[config.mk]
export PLATFORM = sky130hd
export DESIGN_NAME = crt_display_format_config
export DESIGN_NICKNAME = d
export VERILOG_FILES = /design/src/verilog/dfc_pkg.sv /design/src/verilog/blink_div.sv /design/src/verilog/buf_addr_gen.sv /design/src/verilog/crt_display_format_config.sv
export SDC_FILE = /design/constraint.sdc
export NUM_CORES = 1
export LEC_CHECK = 0
export ABC_AREA = 1
export BUFFER_PORTS_ARGS = -buffer_cell sky130_fd_sc_hd__buf_2
export CAP_MARGIN = 20
export CORE_MARGIN = 2
export CORE_UTILIZATION = 53
export DETAILED_ROUTE_END_ITERATION = 7
export HOLD_SLACK_MARGIN = 0.06
export PLACE_DENSITY = 0.83
export SLEW_MARGIN = 10
export SYNTH_ARGS = -nofsm -noshare
export SYNTH_HDL_FRONTEND = slang
export SYNTH_HIERARCHICAL = 1
export SYNTH_SLANG_ARGS = --single-unit
[constraint.sdc]
create_clock -name core_clk -period 2.55 [get_ports core_clk]
set_clock_uncertainty 0.15 [all_clocks]
set_input_delay 0.3825 -clock core_clk [delete_from_list [all_inputs] [get_ports core_clk]]
set_output_delay 0.3825 -clock core_clk [all_outputs]
set_load 0.005 [all_outputs]
[src/verilog/dfc_pkg.sv]
// Purpose: Constants shared by the display format configuration block
// Assumes: APB with 32-bit data, word-aligned registers
// Notes:   Offsets are byte addresses of one word per register
package dfc_pkg;
    // Register byte offsets
    localparam logic [7:0] OFF_ROWS = 8'h00;
    localparam logic [7:0] OFF_CPR = 8'h04;
    localparam logic [7:0] OFF_CURS = 8'h08;
    localparam logic [7:0] OFF_VCU = 8'h0c;
    localparam logic [7:0] OFF_FAL = 8'h10;
    localparam logic [7:0] OFF_LFH = 8'h14;
    localparam logic [7:0] OFF_PTL = 8'h18;
    localparam logic [7:0] OFF_PTH = 8'h1c;
    localparam logic [7:0] OFF_SPL1 = 8'h20;
    localparam logic [7:0] OFF_SPL2 = 8'h24;
    localparam logic [7:0] OFF_DBL = 8'h28;
    localparam logic [7:0] OFF_CTRL = 8'h2c;
    localparam logic [7:0] OFF_STAT = 8'h30;
    localparam int NREG = 11;
    // Field positions
    localparam int CHAR_BLINK_BIT = 7;
    localparam int CURSOR_BLINK_EN_BIT = 5;
    localparam int CURSOR_RATE_BIT = 4;
    // Reset values of configuration registers
    localparam logic [7:0] CFG_RESET = 8'h00;
    // Vertical sync widths in scan lines, by code
    localparam logic [2:0] VS_W0 = 3'h3;
    localparam logic [2:0] VS_W1 = 3'h1;
    localparam logic [2:0] VS_W2 = 3'h5;
    localparam logic [2:0] VS_W3 = 3'h7;
    // Timing: character clocks per scan line beyond active characters
    localparam logic [7:0] H_BLANK_CHARS = 8'h08;
    localparam logic [3:0] LINES_PER_ROW = 4'hf;
    localparam logic [3:0] V_BLANK_LINES = 4'h8;
endpackage
[src/verilog/blink_div.sv]
// Purpose: Frame counter giving character and cursor blink phases
// Assumes: frame_tick pulses once per vertical sync
// Notes:   Counter wraps freely
`timescale 1ns/1ps
`default_nettype none
module blink_div (
    // Clock and reset
    input wire logic core_clk,
    input wire logic rst_n,
    // Frame event and rate selects
    input wire logic frame_tick,
    input wire logic char_slow,
    input wire logic cursor_slow,
    // Blink phases
    output logic char_phase,
    output logic cursor_phase
);
    logic [6:0] frame_cnt_r;

    always_ff @(posedge core_clk or negedge rst_n) begin
        if (!rst_n) begin
            frame_cnt_r <= 7'h00;
        end else if (frame_tick) begin
            frame_cnt_r <= frame_cnt_r + 7'h01;
        end
    end

    // Bit n toggles every 2^n frames, period 2^(n+1)
    assign char_phase = char_slow ? frame_cnt_r[6] : frame_cnt_r[5];
    assign cursor_phase = cursor_slow ? frame_cnt_r[5] : frame_cnt_r[4];
endmodule
`default_nettype wire

[src/verilog/buf_addr_gen.sv]
// Purpose: Display buffer address with wraparound in programmed area
// Assumes: first address not above last address
// Notes:   Restarts at first address on screen start
`timescale 1ns/1ps
`default_nettype none
module buf_addr_gen (
    // Clock and reset
    input wire logic core_clk,
    input wire logic rst_n,
    // Control
    input wire logic screen_start,
    input wire logic advance,
    input wire logic [11:0] first_addr,
    input wire logic [3:0] last_code,
    // Address
    output logic [13:0] addr
);
    logic [13:0] addr_r;
    logic [13:0] addr_nxt;
    logic [13:0] last_addr;

    assign last_addr = {last_code, 10'h3ff};
    assign addr_nxt = screen_start ? {2'b00, first_addr} :
        (addr_r == last_addr) ? {2'b00, first_addr} :
        addr_r + 14'h0001;

    always_ff @(posedge core_clk or negedge rst_n) begin
        if (!rst_n) begin
            addr_r <= 14'h0000;
        end else if (screen_start || advance) begin
            addr_r <= addr_nxt;
        end
    end

    assign addr = addr_r;
endmodule
`default_nettype wire

[src/verilog/crt_display_format_config.sv]
// Purpose: Screen format configuration and display address generation
// Assumes: APB slave, 25 MHz character clock, single clock domain
// Notes:   Host programs all fields before setting display enable
//
// The implementer's own choices: the register offsets and register access over APB.
`timescale 1ns/1ps
`default_nettype none
module crt_display_format_config
    import dfc_pkg::*;
(
    // Clock and reset
    input wire logic core_clk,
    input wire logic rst_n,
    // APB slave
    input wire logic psel,
    input wire logic penable,
    input wire logic pwrite,
    input wire logic [7:0] paddr,
    input wire logic [31:0] pwdata,
    output logic [31:0] prdata,
    output logic pready,
    output logic pslverr,
    // Buffer access request from command logic
    input wire logic ptr_access_req,
    // Display timing
    output logic vsync,
    output logic blank,
    output logic [13:0] disp_addr,
    output logic address_underline_shared_output,
    output logic char_blink,
    output logic cursor_on,
    // Pointer-directed buffer access
    output logic [13:0] ptr_addr,
    output logic ptr_access
);
    // -----------------------------------------------------------------
    // Register file
    // -----------------------------------------------------------------
    logic [7:0] cfg_r [NREG];
    logic enable_r;
    logic [3:0] reg_idx;
    logic addr_ok;
    logic is_ctrl;
    logic is_stat;
    logic wr_fire;
    logic rd_fire;
    logic [31:0] rd_mux;
    logic [7:0] status_byte;

    assign reg_idx = paddr[5:2];
    assign addr_ok = (paddr[1:0] == 2'b00) &&
        (reg_idx < 4'(NREG) || paddr == OFF_CTRL || paddr == OFF_STAT);
    assign is_ctrl = (paddr == OFF_CTRL);
    assign is_stat = (paddr == OFF_STAT);
    assign wr_fire = psel && penable && pwrite && !pready;
    assign rd_fire = psel && penable && !pwrite && !pready;

    genvar gi;
    generate
        for (gi = 0; gi < NREG; gi++) begin : g_reg
            logic hit;
            assign hit = wr_fire && addr_ok && (reg_idx == 4'(gi));
            always_ff @(posedge core_clk or negedge rst_n) begin
                if (!rst_n) begin
                    cfg_r[gi] <= CFG_RESET;
                end else if (hit) begin
                    cfg_r[gi] <= pwdata[7:0];
                end
            end
        end
    endgenerate

    assign rd_mux = !addr_ok ? 32'h0000_0000 :
        is_ctrl ? {31'h0, enable_r} :
        is_stat ? {24'h0, status_byte} :
        {24'h0, cfg_r[reg_idx]};

    // One wait state: pready answers in the second access cycle
    always_ff @(posedge core_clk or negedge rst_n) begin
        if (!rst_n) begin
            pready <= 1'b0;
            pslverr <= 1'b0;
            prdata <= 32'h0000_0000;
            enable_r <= 1'b0;
        end else begin
            pready <= (wr_fire || rd_fire);
            pslverr <= (wr_fire || rd_fire) && !addr_ok;
            if (rd_fire) begin
                prdata <= rd_mux;
            end
            if (wr_fire && is_ctrl) begin
                enable_r <= pwdata[0];
            end
        end
    end

    // -----------------------------------------------------------------
    // Field decode
    // -----------------------------------------------------------------
    logic [6:0] last_row;
    logic [7:0] last_char;
    logic [1:0] vs_code;
    logic [2:0] vs_width;
    logic [3:0] ul_line;
    logic [11:0] first_addr;
    logic [3:0] last_code;

    // Rows field is seven bits below the blink-rate bit
    assign last_row = cfg_r[0][6:0];
    assign last_char = cfg_r[1];
    assign vs_code = cfg_r[3][7:6];
    assign vs_width = (vs_code == 2'b00) ? VS_W0 :
        (vs_code == 2'b01) ? VS_W1 :
        (vs_code == 2'b10) ? VS_W2 : VS_W3;
    assign ul_line = cfg_r[3][3:0];
    assign first_addr = {cfg_r[5][3:0], cfg_r[4]};
    assign last_code = cfg_r[5][7:4];

    // -----------------------------------------------------------------
    // Raster counters
    // -----------------------------------------------------------------
    logic [7:0] char_cnt_r;
    logic [3:0] line_cnt_r;
    logic [6:0] row_cnt_r;
    logic [3:0] vb_cnt_r;
    logic in_vblank_r;
    logic line_end;
    logic row_end;
    logic screen_end;
    logic frame_end;
    logic h_active;
    logic frame_tick;

    assign line_end = (char_cnt_r == last_char + H_BLANK_CHARS);
    assign row_end = line_end && (line_cnt_r == LINES_PER_ROW);
    assign screen_end = row_end && !in_vblank_r && (row_cnt_r == last_row);
    assign frame_end = line_end && in_vblank_r &&
        (vb_cnt_r == V_BLANK_LINES);
    assign h_active = (char_cnt_r <= last_char);
    assign frame_tick = frame_end;

    always_ff @(posedge core_clk or negedge rst_n) begin
        if (!rst_n) begin
            char_cnt_r <= 8'h00;
            line_cnt_r <= 4'h0;
            row_cnt_r <= 7'h00;
            vb_cnt_r <= 4'h0;
            in_vblank_r <= 1'b0;
        end else if (!enable_r) begin
            char_cnt_r <= 8'h00;
            line_cnt_r <= 4'h0;
            row_cnt_r <= 7'h00;
            vb_cnt_r <= 4'h0;
            in_vblank_r <= 1'b0;
        end else if (line_end) begin
            char_cnt_r <= 8'h00;
            if (in_vblank_r) begin
                vb_cnt_r <= frame_end ? 4'h0 : vb_cnt_r + 4'h1;
                in_vblank_r <= !frame_end;
            end else begin
                line_cnt_r <= line_cnt_r + 4'h1;
                if (row_end) begin
                    row_cnt_r <= screen_end ? 7'h00 : row_cnt_r + 7'h01;
                    in_vblank_r <= screen_end;
                end
            end
        end else begin
            char_cnt_r <= char_cnt_r + 8'h01;
        end
    end

    // -----------------------------------------------------------------
    // Vertical sync and blanking
    // -----------------------------------------------------------------
    logic [2:0] vs_left_r;
    logic blank_nxt;
    logic blank_fall;

    assign blank_nxt = !enable_r || in_vblank_r || !h_active;
    assign blank_fall = blank && !blank_nxt;

    always_ff @(posedge core_clk or negedge rst_n) begin
        if (!rst_n) begin
            vs_left_r <= 3'h0;
            vsync <= 1'b0;
            blank <= 1'b1;
        end else begin
            blank <= blank_nxt;
            if (!enable_r) begin
                vs_left_r <= 3'h0;
                vsync <= 1'b0;
            end else if (screen_end) begin
                vs_left_r <= vs_width;
                vsync <= 1'b1;
            end else if (line_end && vs_left_r != 3'h0) begin
                vs_left_r <= vs_left_r - 3'h1;
                vsync <= (vs_left_r != 3'h1);
            end
        end
    end

    // -----------------------------------------------------------------
    // Blink
    // -----------------------------------------------------------------
    logic char_phase;
    logic cursor_phase;

    blink_div u_blink (
        .core_clk(core_clk),
        .rst_n(rst_n),
        .frame_tick(frame_tick),
        .char_slow(cfg_r[0][CHAR_BLINK_BIT]),
        .cursor_slow(cfg_r[3][CURSOR_RATE_BIT]),
        .char_phase(char_phase),
        .cursor_phase(cursor_phase)
    );

    // Blink enable bit: 0 enables blinking, 1 holds the cursor steady
    logic cursor_nxt;
    assign cursor_nxt = cfg_r[3][CURSOR_BLINK_EN_BIT] ? 1'b1 :
        cursor_phase;

    always_ff @(posedge core_clk or negedge rst_n) begin
        if (!rst_n) begin
            char_blink <= 1'b0;
            cursor_on <= 1'b0;
        end else if (blank) begin
            // Phase changes only while blanked, never during active characters
            char_blink <= char_phase;
            cursor_on <= cursor_nxt;
        end
    end

    // -----------------------------------------------------------------
    // Display address and shared underline output
    // -----------------------------------------------------------------
    logic [13:0] gen_addr;
    logic advance;
    logic scr_start;
    logic ul_hit;
    logic shared_nxt;

    assign advance = enable_r && !in_vblank_r && h_active &&
        (line_cnt_r == LINES_PER_ROW);
    assign scr_start = !enable_r || frame_end;

    buf_addr_gen u_addr (
        .core_clk(core_clk),
        .rst_n(rst_n),
        .screen_start(scr_start),
        .advance(advance),
        .first_addr(first_addr),
        .last_code(last_code),
        .addr(gen_addr)
    );

    assign ul_hit = (line_cnt_r == ul_line);
    // Underline replaces address bit 10 from blank's falling edge on
    assign shared_nxt = blank_fall ? ul_hit :
        blank ? gen_addr[10] : address_underline_shared_output;

    always_ff @(posedge core_clk or negedge rst_n) begin
        if (!rst_n) begin
            disp_addr <= 14'h0000;
            address_underline_shared_output <= 1'b0;
        end else begin
            disp_addr <= gen_addr;
            address_underline_shared_output <= shared_nxt;
        end
    end

    // -----------------------------------------------------------------
    // Display pointer
    // -----------------------------------------------------------------
    always_ff @(posedge core_clk or negedge rst_n) begin
        if (!rst_n) begin
            ptr_addr <= 14'h0000;
            ptr_access <= 1'b0;
        end else begin
            ptr_addr <= {cfg_r[7][5:0], cfg_r[6]};
            ptr_access <= ptr_access_req;
        end
    end

    assign status_byte = {4'h0, in_vblank_r, vsync, blank, enable_r};
endmodule
`default_nettype wire

==> metrics.txt <==
drt pass-1 iters=5; Mapped Cells=1,083; Mean Syn Cell Area=8.54 um2; vias=7,664; TritonCTS clock tree=yes; required time of the worst setup path=2720 ps; r2r worst-path depth=15; critical path depth=15; DP Wirelength=15,500 um; mux contribution to synthesized area=0.122%; I/O Buffers=65; Hold Path Class=primary input to flop; CP max-delay cell=dfrtp_2; Simple-Gate Fraction of Synth Area=25.5%; max_slew headroom=58.7%; Worst-path clk slew=70 ps; Num CTS Buffers=17; CP startpoint kind=flop; largest net degree at the start of global routing=65; routability cong.=0.990; static leakage=5.38 nW; Die Y=136 um; Die Width=136 um; CP max FO=6; Max VDD drop=0.469 mV; pwr/cell area=574 nW/um2; Seq/Total Area, Yosys=49.0%; vias in the first global route=7,073; Post-Synth Adder-Cell Area=2.84%; Tightest Pin Transition=619 ps; CP most frequent cell=nand2_1; Buf+Inv Stages, Crit Path=4; largest family of logic cells by synthesized area=simple AND/OR/NAND/NOR gates; Max Clock Freq=0.412 GHz; YS warnings=6; DRT iter0 DRCs=771; Crit path largest cell delay=440 ps; H-tree lvl count=4; Setup crit end kind=flop; final worst-path cycle share=95.3%; Cell variety after synth=42; worst path cell trace=inv_2 -> ha_4 -> nor2_1 -> nand2_1 -> nor2_2 -> nand3_1 -> nor2_2 -> nand2_1 -> nand2_2 -> inv_2 -> nand2_4 -> buf_4 -> clkinvlp_4 -> nand2_1 -> nand2_1; placed cell area=9830 um2; clock root buffer=clkbuf_16; Tot GR Track Use=24.9%; CP delay by family, top=simple AND/OR/NAND/NOR gates; area grow syn2layout=14.0%; WL/cell=15.8 um; final setup fails=0; post-synthesis xor/xnor area fraction=3.41%; Post-Syn Area=9250 um2; status=finished, final reports clean; area fraction in compound gates after synthesis=9.97%; final antenna-violating net count=0; Clk Latency, worst-skew pair=430 ps; DR vias/cell=5.43; share of cells above drive strength 1=16.0%; # IOs=114; type of the worst setup path=flop to flop; fin area=10,500 um2; #FFs+latches synth=181; data arrival time of the critical path=2600 ps; Max Transition Viols Final=0; Core Area=17,200 um2; worst slack, placed=-31.2 ps; worst-case clock buffer depth=2; crit path time final=2430 ps; total grt overflow=0; initial antenna violation count=2; DR DRC count=0; Initial Utilization=53.8%; Final Util=61.4%; first-pass GRT wire length=35,700 um; Rows=48; Max-cap violations=0; clock sinks=181; die area=18,500 um2; worst hold path cell count=3; final net count=1,239; final wirelength=22,300 um; final setup margin=120 ps; Fin. Hold Viols=0
[registers in the layout, summed over array words and instances, names as in the netlist, 8 cells and up]
| signal | count |
|---|---|
| cfg_r | 80 |
| char_cnt_r | 8 |
| ptr_addr | 14 |
| prdata | 8 |
| u_addr/addr | 14 |
| disp_addr | 14 |
| last_char | 8 |
[final cells by class]
| type | count | area (um2) |
|---|---|---|
| Clock buffer | 19 | 453 |
| Antenna cell | 1 | 2.50 |
| Multi-Input combinational cell | 754 | 4040 |
| Tap cell | 225 | 282 |
| Sequential cell | 181 | 4530 |
| Inverter | 111 | 420 |
| Timing Repair inverter | 1 | 7.51 |
| Timing Repair Buffer | 106 | 682 |
| Clock inverter | 13 | 123 |
| Fill cell | 1385 | 6630 |
[layout by cell type (no fill, tap or decap), types with 3 or more instances in the layout]
master / Yosys / routed
nor2_4: 5 / 5
a21oi_1: 18 / 18
inv_1: 108 / 104
conb_1: 1 / 24
clkinv_2: 0 / 3
nand3b_1: 6 / 6
nand3_1: 70 / 70
xnor2_1: 13 / 13
buf_4: 25 / 36
inv_2: 3 / 6
buf_12: 2 / 3
buf_2: 3 / 64
ha_4: 0 / 4
ha_1: 21 / 17
a22oi_1: 27 / 27
clkbuf_16: 0 / 17
xor2_1: 23 / 23
o21ai_1: 68 / 68
o21ai_0: 46 / 46
nand4_4: 9 / 9
dfrtp_1: 180 / 179
nor2_1: 52 / 50
nand4_2: 3 / 3
clkinvlp_4: 0 / 5
nand2_1: 322 / 318
nand3_2: 3 / 3
nand4_1: 16 / 16
nand2_2: 7 / 10
nor3_1: 5 / 5
nor2_2: 1 / 3
clkinv_4: 0 / 3
[stage by stage]
step | hold slack [ps] | cells | total power [mW] | TNS [ps]
CTS | 93.5 | 1406 | 6.07 | 0
detailed placement | 250 | 1372 | 3.54 | -152
finish | 109 | 1411 | 6.05 | 0
global placement | 237 | 1372 | 3.52 | 0
global route | 128 | 1410 | 6.27 | -19.6
floorplan | -63.1 | 1106 | 3.35 | 0
[cell usage after synthesis (all sizes together)]
| cell | number | area [um2] |
|---|---|---|
| nand2 | 331 | 1270 |
| dfrtp | 180 | 4500 |
| o21ai | 114 | 571 |
| inv | 111 | 417 |
| nand3 | 73 | 380 |
| nor2 | 58 | 258 |
| buf | 42 | 355 |
| nand4 | 28 | 329 |
| a22oi | 27 | 203 |
| xor2 | 23 | 201 |
| ha | 21 | 263 |
| a21oi | 18 | 90.1 |
| clkbuf | 18 | 71.3 |
| xnor2 | 13 | 114 |
| nand3b | 6 | 45.0 |
| nor3 | 6 | 35.0 |
| a31oi | 2 | 12.5 |
| o211ai | 2 | 15.0 |
| o31ai | 2 | 15.0 |
| a22o | 1 | 8.76 |
| conb | 1 | 3.75 |
| dfstp | 1 | 26.3 |
| mux2 | 1 | 11.3 |
| nor3b | 1 | 7.51 |
| nor4 | 1 | 21.3 |
| o21a | 1 | 7.51 |
| or2 | 1 | 6.26 |
[kinds of logic after synthesis]
| group | after synthesis |
|---|---|
| fa+ha+maj | 21 |
| xor+xnor | 36 |
| simple gates | 505 |
| mux | 1 |
| buf+inv | 171 |
| other cells | 1 |
| flops | 181 |
| compound gates | 167 |
[worst min-delay path: cells and delay by family]
family / cells / cell delay (ps)
buffers and inverters: 1 / 70
AND/OR/NAND/NOR: 2 / 200
[final timing paths]
check | startpoint | endpoint | slack (ps)
min reg2reg | u_addr/addr[12] | disp_addr[12] | 260
min | penable | pready | 110
max reg2reg | last_char[3] | u_addr/addr[5] | 120
max in group asynchronous | rst_n | blank | 1160
min in group asynchronous | rst_n | u_addr/addr[6] | 370
max | last_char[3] | u_addr/addr[5] | 120
[where the power goes]
part	internal (mW)	switching, mW	leakage (nW)
Combinational	0.153	0.328	2.60
Sequential	2.96	0.0725	2.51
Clock	1.41	1.14	0.278
[per-layer routing]
metal | track usage [%] | routed length, um | share of wire (%) | vias up
li1 | - | - | - | 3649
met1 | 33.4 | 9070 | 41 | 3627
met2 | 38.9 | 10700 | 48 | 320
met3 | 5.97 | 1860 | 8.3 | 66
met4 | 10.2 | 728 | 3.3 | 2
met5 | 0 | 12 | 0.054 | -
[timing repair]
item                                   CTS  global route
resized for setup                        1            17
hold buffers                             2             0
gates cloned                             0             1
endpoints found under the hold margin   62             0
pin swaps                                0             9
buffers inserted                         0             3
setup endpoints to repair               14            18
(Power assumes the default switching activity.)
